===== src/pkg/dfls_regs.vh =====
`ifndef DFLS_REGS_VH
`define DFLS_REGS_VH

// register indices (byte address is four times the index)
`define DFLS_ADDR_CTRL 4'h0
`define DFLS_ADDR_OFF_DELAY 4'h1
`define DFLS_ADDR_HOLD 4'h2
`define DFLS_ADDR_PW_LEAD 4'h3
`define DFLS_ADDR_PW_DUR 4'h4
`define DFLS_ADDR_STATUS 4'h5
`define DFLS_ADDR_ELAPSED 4'h6
`define DFLS_ADDR_SRC 4'h7
`define DFLS_ADDR_SRC_BLOCK 4'h8

// control register fields
`define DFLS_CTRL_PW_EN 0
`define DFLS_CTRL_RETAIN 1
`define DFLS_CTRL_TB_LO 2
`define DFLS_CTRL_TB_HI 3

// timebase codes: 10 ms, 100 ms, 1 s, 1 min
`define DFLS_TB_10MS 2'h0
`define DFLS_TB_100MS 2'h1
`define DFLS_TB_1S 2'h2
`define DFLS_TB_1MIN 2'h3

// timebase periods in microseconds
`define DFLS_T_10MS_US 10000
`define DFLS_T_100MS_US 100000
`define DFLS_T_1S_US 1000000
`define DFLS_T_1MIN_US 60000000
`define DFLS_CLK_MHZ 20

// reset values of times, in timebase units
`define DFLS_RST_OFF_DELAY 16'h0064
`define DFLS_RST_HOLD 16'h0032
`define DFLS_RST_PW_LEAD 16'h000a
`define DFLS_RST_PW_DUR 16'h0005

// status bit positions
`define DFLS_ST_OUT 0
`define DFLS_ST_PERM 1
`define DFLS_ST_DELAY 2
`define DFLS_ST_HOLD 3
`define DFLS_ST_WARN 4

`endif


===== src/design/dfls_tick.v =====
`timescale 1ns/1ns
`include "dfls_regs.vh"

// -----------------------------------------------------------------------
// timebase prescaler: one-cycle tick per selected unit
// -----------------------------------------------------------------------
module dfls_tick #(
    parameter DIV_10MS = (`DFLS_T_10MS_US * `DFLS_CLK_MHZ),
    parameter DIV_100MS = (`DFLS_T_100MS_US * `DFLS_CLK_MHZ),
    parameter DIV_1S = (`DFLS_T_1S_US * `DFLS_CLK_MHZ),
    parameter DIV_1MIN = (`DFLS_T_1MIN_US * `DFLS_CLK_MHZ)
) (
    input wire clk_i,
    input wire rst_n_i,
    input wire restart_i,
    input wire [1:0] sel_i,
    output reg tick_o
);
    reg [31:0] cnt_q;
    reg [31:0] div;

    always @* begin
        case (sel_i)
            `DFLS_TB_10MS: div = DIV_10MS;
            `DFLS_TB_100MS: div = DIV_100MS;
            `DFLS_TB_1S: div = DIV_1S;
            default: div = DIV_1MIN;
        endcase
    end

    // restart aligns the first unit to the start of a timing phase
    always @(posedge clk_i or negedge rst_n_i) begin
        if (!rst_n_i) begin
            cnt_q <= 32'h0;
            tick_o <= 1'b0;
        end else if (restart_i) begin
            cnt_q <= 32'h0;
            tick_o <= 1'b0;
        end else if (cnt_q + 32'h1 >= div) begin
            cnt_q <= 32'h0;
            tick_o <= 1'b1;
        end else begin
            cnt_q <= cnt_q + 32'h1;
            tick_o <= 1'b0;
        end
    end
endmodule


===== src/design/dfls_switch.v =====
`timescale 1ns/1ns
`include "dfls_regs.vh"

// Overview of operation
// - trigger rising edge sets the output
// - hold trigger long enough gives permanent light
// - early release starts off-delay from zero
// - output clears when elapsed reaches or passes off-delay
// - optional pre-warning blanks output before end
// - further trigger while active switches off
// - clear input zeroes time and output
// - retention keeps output and time on power loss
// - retention setting: slash none, R retained
// - times may come from another block's value
// - elapsed shows hold or off-delay count
module dfls_switch #(
    parameter TW = 16,
    parameter BLKW = 8,
    parameter DIV_10MS = (`DFLS_T_10MS_US * `DFLS_CLK_MHZ),
    parameter DIV_100MS = (`DFLS_T_100MS_US * `DFLS_CLK_MHZ),
    parameter DIV_1S = (`DFLS_T_1S_US * `DFLS_CLK_MHZ),
    parameter DIV_1MIN = (`DFLS_T_1MIN_US * `DFLS_CLK_MHZ)
) (
    input wire clk_i,
    input wire rst_n_i,
    input wire power_good_i,
    input wire trigger_in_i,
    input wire clear_input_i,
    input wire [TW-1:0] ext_time_i,
    output reg [BLKW-1:0] ext_block_o,
    input wire [3:0] addr_i,
    input wire [31:0] wdata_i,
    input wire wr_i,
    input wire rd_i,
    output reg [31:0] rdata_o,
    output reg switch_output_o
);
    // -------------------------------------------------------------------
    // state machine codes
    // -------------------------------------------------------------------
    localparam ST_IDLE = 2'h0;
    localparam ST_HOLD = 2'h1;
    localparam ST_DELAY = 2'h2;
    localparam ST_PERM = 2'h3;

    // -------------------------------------------------------------------
    // input synchronisers
    // -------------------------------------------------------------------
    reg trg_m_q, trg_s_q, trg_p_q;
    reg clr_m_q, clr_s_q;
    reg pg_m_q, pg_s_q;

    always @(posedge clk_i or negedge rst_n_i) begin
        if (!rst_n_i) begin
            trg_m_q <= 1'b0;
            trg_s_q <= 1'b0;
            trg_p_q <= 1'b0;
            clr_m_q <= 1'b0;
            clr_s_q <= 1'b0;
            pg_m_q <= 1'b0;
            pg_s_q <= 1'b0;
        end else begin
            trg_m_q <= trigger_in_i;
            trg_s_q <= trg_m_q;
            trg_p_q <= trg_s_q;
            clr_m_q <= clear_input_i;
            clr_s_q <= clr_m_q;
            pg_m_q <= power_good_i;
            pg_s_q <= pg_m_q;
        end
    end

    wire trg_rise = trg_s_q & ~trg_p_q;
    wire trg_fall = ~trg_s_q & trg_p_q;
    wire clr = clr_s_q;
    // power_good syncs as low out of reset: the first cycles read as a failure
    wire pfail = ~pg_s_q;

    // -------------------------------------------------------------------
    // configuration registers
    // -------------------------------------------------------------------
    reg pw_en_q, retain_q;
    reg [1:0] tb_q;
    reg [TW-1:0] off_delay_q, hold_q, lead_q, dur_q;
    reg [3:0] src_q; // per time: 0 fixed, 1 live value of other block
    reg [BLKW-1:0] blk_d0_q, blk_d1_q, blk_d2_q, blk_d3_q;

    always @(posedge clk_i or negedge rst_n_i) begin
        if (!rst_n_i) begin
            pw_en_q <= 1'b0;
            retain_q <= 1'b0;
            tb_q <= `DFLS_TB_1S;
            off_delay_q <= `DFLS_RST_OFF_DELAY;
            hold_q <= `DFLS_RST_HOLD;
            lead_q <= `DFLS_RST_PW_LEAD;
            dur_q <= `DFLS_RST_PW_DUR;
            src_q <= 4'h0;
            blk_d0_q <= {BLKW{1'b0}};
            blk_d1_q <= {BLKW{1'b0}};
            blk_d2_q <= {BLKW{1'b0}};
            blk_d3_q <= {BLKW{1'b0}};
        end else if (wr_i) begin
            case (addr_i)
                `DFLS_ADDR_CTRL: begin
                    pw_en_q <= wdata_i[`DFLS_CTRL_PW_EN];
                    retain_q <= wdata_i[`DFLS_CTRL_RETAIN];
                    tb_q <= wdata_i[`DFLS_CTRL_TB_HI:`DFLS_CTRL_TB_LO];
                end
                `DFLS_ADDR_OFF_DELAY: off_delay_q <= wdata_i[TW-1:0];
                `DFLS_ADDR_HOLD: hold_q <= wdata_i[TW-1:0];
                `DFLS_ADDR_PW_LEAD: lead_q <= wdata_i[TW-1:0];
                `DFLS_ADDR_PW_DUR: dur_q <= wdata_i[TW-1:0];
                `DFLS_ADDR_SRC: src_q <= wdata_i[3:0];
                `DFLS_ADDR_SRC_BLOCK: begin
                    blk_d0_q <= wdata_i[BLKW-1:0];
                    blk_d1_q <= wdata_i[BLKW+7:8];
                    blk_d2_q <= wdata_i[BLKW+15:16];
                    blk_d3_q <= wdata_i[BLKW+23:24];
                end
                default: begin
                end
            endcase
        end
    end

    // -------------------------------------------------------------------
    // live-value sourcing: block number scanned round robin
    // -------------------------------------------------------------------
    // one shared fetch port; each time refreshes every fourth cycle,
    // trading latency for a single external mux
    reg [1:0] scan_q;
    reg [1:0] cap_q;
    wire [TW-1:0] fixed_t [0:3];
    wire [TW-1:0] pick_t [0:3];

    always @(posedge clk_i or negedge rst_n_i) begin
        if (!rst_n_i) begin
            scan_q <= 2'h0;
            cap_q <= 2'h0;
            ext_block_o <= {BLKW{1'b0}};
        end else begin
            scan_q <= scan_q + 2'h1;
            cap_q <= scan_q;
            case (scan_q)
                2'h0: ext_block_o <= blk_d0_q;
                2'h1: ext_block_o <= blk_d1_q;
                2'h2: ext_block_o <= blk_d2_q;
                default: ext_block_o <= blk_d3_q;
            endcase
        end
    end

    assign fixed_t[0] = off_delay_q;
    assign fixed_t[1] = hold_q;
    assign fixed_t[2] = lead_q;
    assign fixed_t[3] = dur_q;

    // a block number stands on ext_block_o one cycle before its value is
    // captured, so each slot samples in the cycle in which cap_q names it
    genvar gi;
    generate
        for (gi = 0; gi < 4; gi = gi + 1) begin : g_live
            reg [TW-1:0] live_q;
            always @(posedge clk_i or negedge rst_n_i) begin
                if (!rst_n_i) begin
                    live_q <= {TW{1'b0}};
                end else if (cap_q == gi) begin
                    live_q <= ext_time_i;
                end
            end
            assign pick_t[gi] = src_q[gi] ? live_q : fixed_t[gi];
        end
    endgenerate

    wire [TW-1:0] t_off = pick_t[0];
    wire [TW-1:0] t_hold = pick_t[1];
    wire [TW-1:0] t_lead = pick_t[2];
    wire [TW-1:0] t_dur = pick_t[3];

    // -------------------------------------------------------------------
    // timebase
    // -------------------------------------------------------------------
    reg [1:0] state_q, state_d;
    reg [TW-1:0] elapsed_q, elapsed_d;
    reg out_q, out_d;
    reg restart;
    wire tick;

    dfls_tick #(
        .DIV_10MS(DIV_10MS),
        .DIV_100MS(DIV_100MS),
        .DIV_1S(DIV_1S),
        .DIV_1MIN(DIV_1MIN)
    ) u_tick (
        .clk_i(clk_i),
        .rst_n_i(rst_n_i),
        .restart_i(restart),
        .sel_i(tb_q),
        .tick_o(tick)
    );

    // -------------------------------------------------------------------
    // switch sequencing
    // -------------------------------------------------------------------
    wire [TW-1:0] warn_start = t_off - t_lead;
    wire [TW-1:0] warn_end = warn_start + t_dur;
    // gated by state so a stale count cannot flag a warning when idle
    wire in_warn = (state_q == ST_DELAY) && pw_en_q && (t_lead <= t_off) &&
                   (elapsed_q >= warn_start) && (elapsed_q < warn_end);

    // clear outranks every trigger edge; a retrigger switches off, never restarts
    always @* begin
        state_d = state_q;
        elapsed_d = elapsed_q;
        out_d = out_q;
        restart = 1'b0;
        if (clr) begin
            state_d = ST_IDLE;
            elapsed_d = {TW{1'b0}};
            out_d = 1'b0;
            restart = 1'b1;
        end else begin
            case (state_q)
                ST_IDLE: begin
                    if (trg_rise) begin
                        state_d = ST_HOLD;
                        out_d = 1'b1;
                        elapsed_d = {TW{1'b0}};
                        restart = 1'b1;
                    end
                end
                ST_HOLD: begin
                    if (trg_fall) begin
                        state_d = ST_DELAY;
                        elapsed_d = {TW{1'b0}};
                        restart = 1'b1;
                    end else if (elapsed_q >= t_hold) begin
                        state_d = ST_PERM;
                        elapsed_d = {TW{1'b0}};
                    end else if (tick) begin
                        elapsed_d = elapsed_q + {{(TW-1){1'b0}}, 1'b1};
                    end
                end
                ST_DELAY: begin
                    // compare with >=: a live off-delay may drop below the count
                    if (trg_rise) begin
                        state_d = ST_IDLE;
                        elapsed_d = {TW{1'b0}};
                        out_d = 1'b0;
                    end else if (elapsed_q >= t_off) begin
                        state_d = ST_IDLE;
                        out_d = 1'b0;
                    end else begin
                        out_d = ~in_warn;
                        if (tick) begin
                            elapsed_d = elapsed_q + {{(TW-1){1'b0}}, 1'b1};
                        end
                    end
                end
                ST_PERM: begin
                    out_d = 1'b1;
                    if (trg_rise) begin
                        state_d = ST_IDLE;
                        elapsed_d = {TW{1'b0}};
                        out_d = 1'b0;
                    end
                end
                default: begin
                    state_d = ST_IDLE;
                    out_d = 1'b0;
                end
            endcase
        end
    end

    // power failure: state is frozen if retained, else wiped
    always @(posedge clk_i or negedge rst_n_i) begin
        if (!rst_n_i) begin
            state_q <= ST_IDLE;
            elapsed_q <= {TW{1'b0}};
            out_q <= 1'b0;
        end else if (pfail) begin
            if (!retain_q) begin
                state_q <= ST_IDLE;
                elapsed_q <= {TW{1'b0}};
                out_q <= 1'b0;
            end
        end else begin
            state_q <= state_d;
            elapsed_q <= elapsed_d;
            out_q <= out_d;
        end
    end

    // -------------------------------------------------------------------
    // lamp output
    // -------------------------------------------------------------------
    // taken from the next state so the lamp follows a trigger edge one
    // cycle sooner; masked while power is bad, whatever is retained
    always @(posedge clk_i or negedge rst_n_i) begin
        if (!rst_n_i) begin
            switch_output_o <= 1'b0;
        end else begin
            switch_output_o <= out_d & ~pfail;
        end
    end

    // -------------------------------------------------------------------
    // register read
    // -------------------------------------------------------------------
    // bit order is set by the status field defines, not by this vector
    wire [4:0] status = {state_q == ST_HOLD, state_q == ST_DELAY,
                         state_q == ST_PERM, in_warn, out_q};
    wire [4:0] status_bits;
    assign status_bits[`DFLS_ST_OUT] = status[0];
    assign status_bits[`DFLS_ST_WARN] = status[1];
    assign status_bits[`DFLS_ST_PERM] = status[2];
    assign status_bits[`DFLS_ST_DELAY] = status[3];
    assign status_bits[`DFLS_ST_HOLD] = status[4];

    always @(posedge clk_i or negedge rst_n_i) begin
        if (!rst_n_i) begin
            rdata_o <= 32'h0;
        end else if (rd_i) begin
            case (addr_i)
                `DFLS_ADDR_CTRL: rdata_o <= {28'h0, tb_q, retain_q, pw_en_q};
                `DFLS_ADDR_OFF_DELAY: rdata_o <= {{(32-TW){1'b0}}, off_delay_q};
                `DFLS_ADDR_HOLD: rdata_o <= {{(32-TW){1'b0}}, hold_q};
                `DFLS_ADDR_PW_LEAD: rdata_o <= {{(32-TW){1'b0}}, lead_q};
                `DFLS_ADDR_PW_DUR: rdata_o <= {{(32-TW){1'b0}}, dur_q};
                `DFLS_ADDR_STATUS: rdata_o <= {27'h0, status_bits};
                `DFLS_ADDR_ELAPSED: rdata_o <= {{(32-TW){1'b0}}, elapsed_q};
                `DFLS_ADDR_SRC: rdata_o <= {28'h0, src_q};
                `DFLS_ADDR_SRC_BLOCK: rdata_o <= {blk_d3_q, blk_d2_q, blk_d1_q, blk_d0_q};
                default: rdata_o <= 32'h0;
            endcase
        end else begin
            rdata_o <= 32'h0;
        end
    end
endmodule


===== config.mk =====
export PLATFORM = sky130hd
export DESIGN_NAME = dfls_switch
export DESIGN_NICKNAME = d
export VERILOG_FILES = /design/src/design/dfls_tick.v /design/src/design/dfls_switch.v
export VERILOG_INCLUDE_DIRS = /design/src /design/src/pkg
export SDC_FILE = /design/constraint.sdc
export NUM_CORES = 1
export LEC_CHECK = 0
export ABC_AREA = 0
export BUFFER_PORTS_ARGS = -buffer_cell sky130_fd_sc_hd__buf_2
export CORE_ASPECT_RATIO = 0.9
export CORE_MARGIN = 2
export CORE_UTILIZATION = 32
export CTS_CLUSTER_DIAMETER = 60
export CTS_CLUSTER_SIZE = 20
export DETAILED_ROUTE_END_ITERATION = 16
export GPL_ROUTABILITY_DRIVEN = 0
export PLACE_DENSITY = 0.59
export SLEW_MARGIN = 15
export SYNTH_ARGS = -nofsm -noshare
export SYNTH_HDL_FRONTEND = slang
export SYNTH_SLANG_ARGS = --single-unit

===== constraint.sdc =====
create_clock -name clk_i -period 6 [get_ports clk_i]
set_input_delay 1.2 -clock clk_i [delete_from_list [all_inputs] [get_ports clk_i]]
set_output_delay 1.2 -clock clk_i [all_outputs]
set_load 0.01 [all_outputs]

==> impl_metrics.env, run 1 <==
export IMPL_p_clk_share_pct=25.9
export IMPL_num_rows=76
export IMPL_cts_buffers=26
export IMPL_clock_sinks=272
export IMPL_status="complete, no violations"
export IMPL_dpl_cell_count=2078
export IMPL_core_um2=47900
export IMPL_tns_ps=0
export IMPL_worstSetupEndpointType="flop"
export IMPL_critPathMaxFanout=9
export IMPL_comb_power_share_pct=39.9
export IMPL_arrival_ps=6110
export IMPL_grt_pass1_wl_um=70800
export IMPL_drc=0
export IMPL_synth_cells=1385
export IMPL_wl_per_cell_um=21.5
export IMPL_synth_edf_count=0
export IMPL_fin_cells=2128
export IMPL_routed_wl_um=45700
export IMPL_die_area_um2=50300
export IMPL_dr_first_iter_drc_count=987
export IMPL_worst_slack_ps=358
export IMPL_syn_nets=1569
export IMPL_seqPwrFrac_pct=34.2
export IMPL_grtUsageTotal_pct=18.2
export IMPL_yosysWarnings=0
export IMPL_setup_violations=0
export IMPL_startpoint_type="flop"
export IMPL_grt_pass1_vias=11600
export IMPL_max_cap_viol_count=0
export IMPL_die_h_um=213
export IMPL_drtPass1Iterations=6
export IMPL_worstSkewPairLatency_ps=570
export IMPL_p_leak_nw=8.35
export IMPL_dr_total_vias=11500
export IMPL_seq_area_frac_synth_pct=43.9
export IMPL_ant_nets=0
export IMPL_synthFlopType="dfrtp_1"
export IMPL_clk_pin_slew_ps=70
export IMPL_fin_skew_ps=18.9
export IMPL_ir_drop_uv=211
export IMPL_syn_cell_area_um2=15500
export IMPL_die_w_um=236
export IMPL_gr_total_overflow=0
export IMPL_finalCritPeriodShare_pct=94.0
export IMPL_fmax_mhz=177
export IMPL_slew_violations=0
export IMPL_nets=1668
export IMPL_n_fill_cell=4696
export IMPL_area_growth_pct=14.8
export IMPL_swShare_pct=37.6
export IMPL_port_buffer_count=99
export IMPL_hold_viol=0
export IMPL_detailed_place_hpwl_um=34300
export IMPL_p_switching_mw=2.53
export IMPL_io_pins=100
export IMPL_holdWs_ps=352
export IMPL_start_util_pct=32.4
export IMPL_pre_cts_slack_ps=124
export IMPL_cts_tree="built"
export IMPL_postLayoutCoreUtil_pct=37.2
export IMPL_postSynth_asyncResetShare_pct=100
export IMPL_antenna_found_initial=1
export IMPL_cts_root_buf="clkbuf_16"
export IMPL_grt_max_degree=179
export IMPL_syn_avg_cell_area_um2=11.2
export IMPL_hold_path_class="flop to flop"
export IMPL_required_ps=6470
export IMPL_tightest_slew_ps=1150
export IMPL_ys_ff_latch=272
export IMPL_relSlewSlack_pct=23.0
export IMPL_period_minus_slack_ps=5640
export IMPL_p_int_mw=4.20
export IMPL_p_per_area_nw_per_um2=378
export IMPL_n_antenna_cell=0
export IMPL_rsz0062_at_grt="no"
export IMPL_ys_types=65
export IMPL_clockBufferDepth=3
export IMPL_htree_levels=1
export IMPL_vias_per_cell=5.42
export IMPL_drive_above_1_share_pct=26.8
export IMPL_worstSetupPathType="flop to flop"
cell usage in the layout (no fill, tap or decap), types with 4 or more instances in the layout:
master | synthesis | routed
clkbuf_16 | 0 | 26
nand2_1 | 41 | 41
nor2b_1 | 15 | 13
a22oi_1 | 32 | 32
mux2_2 | 186 | 186
a211oi_1 | 8 | 7
a222oi_1 | 16 | 16
inv_6 | 0 | 5
and3_1 | 48 | 48
a21o_1 | 27 | 27
dfrtp_1 | 261 | 260
o21bai_1 | 5 | 5
buf_2 | 4 | 98
inv_1 | 63 | 63
nor2_1 | 80 | 80
or3_1 | 8 | 8
nand4_1 | 18 | 18
and2_1 | 4 | 4
dfstp_2 | 11 | 11
nor4_1 | 7 | 6
nand2b_1 | 13 | 13
mux2i_1 | 64 | 61
a31oi_1 | 15 | 15
buf_4 | 0 | 25
o21a_1 | 6 | 6
a2111oi_0 | 5 | 4
o211ai_1 | 8 | 8
nor3b_1 | 4 | 4
nor3_2 | 0 | 4
a21oi_1 | 49 | 47
xnor2_1 | 36 | 36
o31ai_1 | 6 | 5
nor3_1 | 26 | 22
nand3_1 | 23 | 23
o21ai_0 | 33 | 31
ha_1 | 123 | 121
xor2_1 | 36 | 36
what timing repair did:
item,in CTS,in global routing
endpoints found under the setup margin,0,3
gates resized for setup,0,20
hold buffers,0,0
setup buffers,0,2
power groups by stage:
stage / Combinational, mW / Sequential [mW] / Clock [mW]
floorplan: 1.91 / 2.20 / 0
global placement: 2.48 / 2.32 / 0
detailed placement: 2.54 / 2.32 / 0
CTS: 2.57 / 2.29 / 1.79
global route: 3.01 / 2.32 / 1.86
finish: 2.69 / 2.30 / 1.74
final timing paths:
check,from,to,slack (ps),cells after the start
min,clr_m_q$_DFF_PN0_,clr$_DFF_PN0_,350,0
max in group asynchronous,rst_n_i,elapsed_q[2]$_DFFE_PN0P_,4260,2
max reg2reg,src_q[0]$_DFFE_PN0P_,rdata_o[4]$_DFF_PN0_,360,24
min in group asynchronous,rst_n_i,u_tick.cnt_q[28]$_DFF_PN0_,510,1
max,src_q[0]$_DFFE_PN0P_,rdata_o[4]$_DFF_PN0_,360,24
min reg2reg,clr_m_q$_DFF_PN0_,clr$_DFF_PN0_,350,0
critical path, stage by stage, from the launching register on:
cell and delay, ps:
dfrtp_2 440, buf_4 200, buf_4 230, mux2i_1 300, inv_1 70, ha_1 430
o21ai_0 130, o21bai_1 280, nor2_1 170, o21ai_1 240, xor2_1 220, ha_1 310
and3_1 180, a21oi_1 160, o311ai_2 130, a21oi_1 200, xnor2_1 140, ha_1 260
nor2b_1 130, o21ai_0 160, o211ai_1 110, a21oi_1 150, o31ai_1 120, or4b_2 620
a21oi_1 160
cells by family after synthesis:
logic type / share of synthesized area, %
adders and majority gates: 10.2
muxes: 17.6
and+or+nand+nor: 10.4
DFF: 43.9
other: 0.0242
buffers and inverters: 2.86
xor gates and xnor gates: 4.21
AOI/OAI and AO/OA: 10.7
state kept, by name (all words and copies together), names as in the netlist, 4 cells and up:
name           cells
g_live.live_q     64
rdata_o           32
u_tick.cnt_q      32
dur_q             16
elapsed_q         16
hold_q            16
lead_q            16
off_delay_q       16
blk_d0_q           8
blk_d1_q           8
blk_d2_q           8
blk_d3_q           8
ext_block_o        8
src_q              4
synthesized netlist by cell type (5+ instances only):
cell type  number  area share, %
a2111oi_0       5           0.28
nor4b_1         5           0.28
nor4_1          7           0.28
mux2_2        186             13
o211ai_1        8           0.39
nand2b_1       13           0.52
clkbuf_1       46            1.1
nand3_1        23           0.74
o31ai_1         6           0.29
xor2_1         36            2.0
dfrtp_1       261             42
inv_1          63            1.5
a21oi_1        49            1.6
a22oi_1        32            1.5
nor2_1         80            1.9
nand2_1        41           0.99
nor2b_1        15           0.60
and3_1         48            1.9
or3_1           8           0.32
mux2i_1        64            4.1
a222oi_1       16            1.0
nor3_1         26           0.84
a31oi_1        15           0.60
ha_1          123            9.9
xnor2_1        36            2.0
a21o_1         27            1.3
o21ai_0        33            1.1
a211oi_1        8           0.39
o21a_1          6           0.29
nand4_1        18           0.73
dfstp_2        11            1.9
o21bai_1        5           0.24
metrics by stage:
step | power [mW] | area (um2)
floorplan | 4.12 | 15500
global placement | 4.80 | 16800
detailed placement | 4.87 | 16800
CTS | 6.65 | 17700
global route | 7.20 | 17800
finish | 6.73 | 17800
final cells by class:
| type | count | area, um2 | share of cell area (%) |
|---|---|---|---|
| well taps | 624 | 781 | 4.38 |
| multi-input cells | 996 | 8370 | 47.0 |
| repair buffers | 125 | 713 | 4.00 |
| clock inverters | 17 | 196 | 1.10 |
| inverters | 63 | 236 | 1.33 |
| clock buffers | 31 | 699 | 3.93 |
| flip-flops and latches | 272 | 6820 | 38.3 |
routing by layer:
metal / up-vias / global-route usage (%) / part of all wire [%] / routed length (um)
met5: - / 0 / 0 / 0
met4: 0 / 4.15 / 1.6 / 721
met3: 56 / 3.15 / 6.7 / 3070
met2: 353 / 28.2 / 45 / 20400
met1: 5845 / 26.4 / 47 / 21500
li1: 5285 / - / - / -
(Power assumes the default switching activity.)
==> run 2: changes to the inputs <==
--- a/config.mk
+++ b/config.mk
@@ -8,6 +8,8 @@
 export LEC_CHECK = 0
 export ABC_AREA = 0
 export BUFFER_PORTS_ARGS = -buffer_cell sky130_fd_sc_hd__buf_2
+export CELL_PAD_IN_SITES_DETAIL_PLACEMENT = 2
+export CELL_PAD_IN_SITES_GLOBAL_PLACEMENT = 2
 export CORE_ASPECT_RATIO = 0.9
 export CORE_MARGIN = 2
 export CORE_UTILIZATION = 32
@@ -15,7 +17,7 @@
 export CTS_CLUSTER_SIZE = 20
 export DETAILED_ROUTE_END_ITERATION = 16
 export GPL_ROUTABILITY_DRIVEN = 0
-export PLACE_DENSITY = 0.59
+export PLACE_DENSITY = 0.77
 export SLEW_MARGIN = 15
 export SYNTH_ARGS = -nofsm -noshare
 export SYNTH_HDL_FRONTEND = slang
==> run 2 against run 1 <==
Compared with the run above:
- clock power is 16% higher
- register-to-register slack worse by 190 ps
- final area is 2.2% higher
- cell count is 0.70% higher
- die area stayed put
- non-clock buffer count is 6 higher
- clock skew is 6.8 ps higher
- critical path depth is 1 higher
- sequential power hardly changed
- total power is 9.6% higher
- sequential cell count stayed put
- setup slack worse by 190 ps
- critical endpoint unchanged
- largest power group unchanged
==> impl_metrics.env, run 2 (same netlist as run 1, synthesis figures left out) <==
export IMPL_p_switching_mw=2.91
export IMPL_arrival_ps=6310
export IMPL_worstSetupEndpointType="flop"
export IMPL_drc=0
export IMPL_fin_skew_ps=25.6
export IMPL_whs_path_depth=0
export IMPL_grt_max_degree=125
export IMPL_dr_total_vias=12100
export IMPL_relSlewSlack_pct=22.5
export IMPL_layout_common_cells="dfrtp_1 (260), mux2_2 (186), ha_1 (115), buf_2 (98), nor2_1 (79)"
export IMPL_clk_pin_slew_ps=90
export IMPL_vias_per_cell=5.65
export IMPL_swShare_pct=39.5
export IMPL_design_power_total_mw=7.38
export IMPL_htree_levels=1
export IMPL_start_util_pct=32.4
export IMPL_cts_root_buf="clkbuf_16"
export IMPL_dr_first_iter_drc_count=874
export IMPL_place_area_um2=16900
export IMPL_final_common_cell="dfrtp_1"
export IMPL_p_clk_share_pct=27.4
export IMPL_max_cap_viol_count=0
export IMPL_die_area_um2=50300
export IMPL_finalCritPeriodShare_pct=97.2
export IMPL_holdWs_ps=355
export IMPL_cts_tree="built"
export IMPL_seqPwrFrac_pct=31.4
export IMPL_required_ps=6480
export IMPL_cp_num_buf_inv=1
export IMPL_hold_path_class="flop to flop"
export IMPL_core_um2=47900
export IMPL_grt_pass1_wl_um=85400
export IMPL_drive_above_1_share_pct=29.3
export IMPL_p_int_mw=4.46
export IMPL_clockBufferDepth=3
export IMPL_wl_per_cell_um=26.6
export IMPL_antenna_found_initial=2
export IMPL_startpoint_type="flop"
export IMPL_grtUsageTotal_pct=22.2
export IMPL_detailed_place_hpwl_um=40300
export IMPL_port_buffer_count=99
export IMPL_finalInstanceArea_um2=18200
export IMPL_nets=1677
export IMPL_critPathMaxFanout=4
export IMPL_grt_pass1_vias=13300
export IMPL_routed_wl_um=57000
export IMPL_slowest_stage="or4b_2"
export IMPL_io_pins=100
export IMPL_worstSkewPairLatency_ps=590
export IMPL_largest_reg_flops=64
export IMPL_fin_cells=2143
export IMPL_fmax_mhz=172
export IMPL_cts_buffers=29
export IMPL_tns_ps=0
export IMPL_p_leak_nw=8.47
export IMPL_period_minus_slack_ps=5830
export IMPL_clock_sinks=272
export IMPL_max_stage_delay_ps=630
export IMPL_setup_violations=0
export IMPL_die_h_um=213
export IMPL_drtPass1Iterations=5
export IMPL_slew_violations=0
export IMPL_die_w_um=236
export IMPL_tightest_slew_ps=1150
export IMPL_ir_drop_uv=228
export IMPL_reg2regPathDepth=25
export IMPL_worstSetupPathType="flop to flop"
export IMPL_dpl_cell_count=2079
export IMPL_ant_nets=0
export IMPL_cp_depth=25
export IMPL_crit_family="compound AO/OA/AOI/OAI gates"
export IMPL_num_rows=76
export IMPL_largest_registers="g_live.live_q: 64 flops, rdata_o: 32 flops, u_tick.cnt_q: 32 flops"
export IMPL_comb_power_share_pct=41.2
export IMPL_regMostFlops="g_live.live_q"
export IMPL_status="complete, no violations"
export IMPL_hold_viol=0
export IMPL_p_per_area_nw_per_um2=405
export IMPL_area_growth_pct=17.3
export IMPL_gr_total_overflow=0
[run 2: cell types whose count changed in the layout (fill, tap and decap cells not counted), moves of 3 or more]
cell       delta
ha_1          -6
a21oi_1       -5
a21oi_2       +5
clkbuf_16     +4
ha_2          +4
inv_8         +4
mux2i_1       -4
buf_4         +3
clkinv_8      +3
diode_2       +3
mux2i_4       +3
o21ai_0       -3
xor2_1        -3
xor2_2        +3
[run 2: power groups by stage]
stage,Sequential (mW),Combinational (mW),Clock [mW]
3_3_place_gp,2.30,2.55,0
2_1_floorplan,2.20,1.91,0
6_report,2.32,3.04,2.02
4_1_cts,2.30,2.79,2.04
3_5_place_dp,2.32,2.72,0
5_1_grt,2.34,3.37,2.12
[run 2: final timing paths]
| path | startpoint | endpoint | slack (ps) |
|---|---|---|---|
| max | src_q[0]$_DFFE_PN0P_ | rdata_o[4]$_DFF_PN0_ | 170 |
| min | trg_m_q$_DFF_PN0_ | trg_s_q$_DFF_PN0_ | 350 |
| max reg2reg | src_q[0]$_DFFE_PN0P_ | rdata_o[4]$_DFF_PN0_ | 170 |
| min reg2reg | trg_m_q$_DFF_PN0_ | trg_s_q$_DFF_PN0_ | 350 |
| max in group asynchronous | rst_n_i | dur_q[8]$_DFFE_PN0P_ | 4050 |
| min in group asynchronous | rst_n_i | u_tick.cnt_q[30]$_DFF_PN0_ | 630 |
[run 2: stage by stage]
stage | setup slack, ps | util, %
floorplan | 10.6 | -
global placement | 241 | 35.2
detailed placement | -149 | 35.2
CTS | 4.32 | 37.4
global route | -174 | 38.0
finish | 170 | 38.0
[run 2: what timing repair did]
| action | in CTS | in global routing |
|---|---|---|
| endpoints found under the hold margin | 0 | 0 |
| cloned | 0 | 1 |
| setup endpoints to repair | 1 | 3 |
| pin swaps | 0 | 8 |
| resized for setup | 8 | 51 |
| hold buffers | 0 | 0 |
| setup buffers | 0 | 6 |
[run 2: layout make-up]
class,instances,area (um2)
Clock inverter,23,310
Tap cell,624,781
Fill cell,4952,29700
Antenna cell,3,7.51
Multi-Input combinational cell,996,8530
Sequential cell,272,6820
Clock buffer,31,743
Inverter,63,236
Timing Repair Buffer,131,787
[run 2: worst register-to-register path: stages (launching register included)]
cell and delay [ps]:
dfrtp_2 490, mux2i_4 300, inv_2 80, ha_1 330, nor2b_1 180, o31ai_2 280
a21boi_1 130, or2_2 310, xor2_2 180, ha_4 300, nand2_1 60, o21ai_2 160
o21ba_2 150, nor2_2 50, o31a_1 360, o311ai_2 300, a21oi_1 130, xnor2_1 190
ha_1 260, nor2b_1 130, o21ai_1 160, o211ai_1 110, a21oi_1 170, o31ai_2 120
or4b_2 630, a21oi_2 150
[run 2: metal layers]
| layer | routed length [um] | share of wire, % | vias to the layer above | global-route usage (%) |
|---|---|---|---|---|
| li1 | - | - | 5286 | - |
| met1 | 25900 | 45 | 6412 | 31.0 |
| met2 | 26800 | 47 | 341 | 36.5 |
| met3 | 2820 | 4.9 | 75 | 2.39 |
| met4 | 1460 | 2.6 | 0 | 6.94 |
| met5 | 0 | 0 | - | 0 |
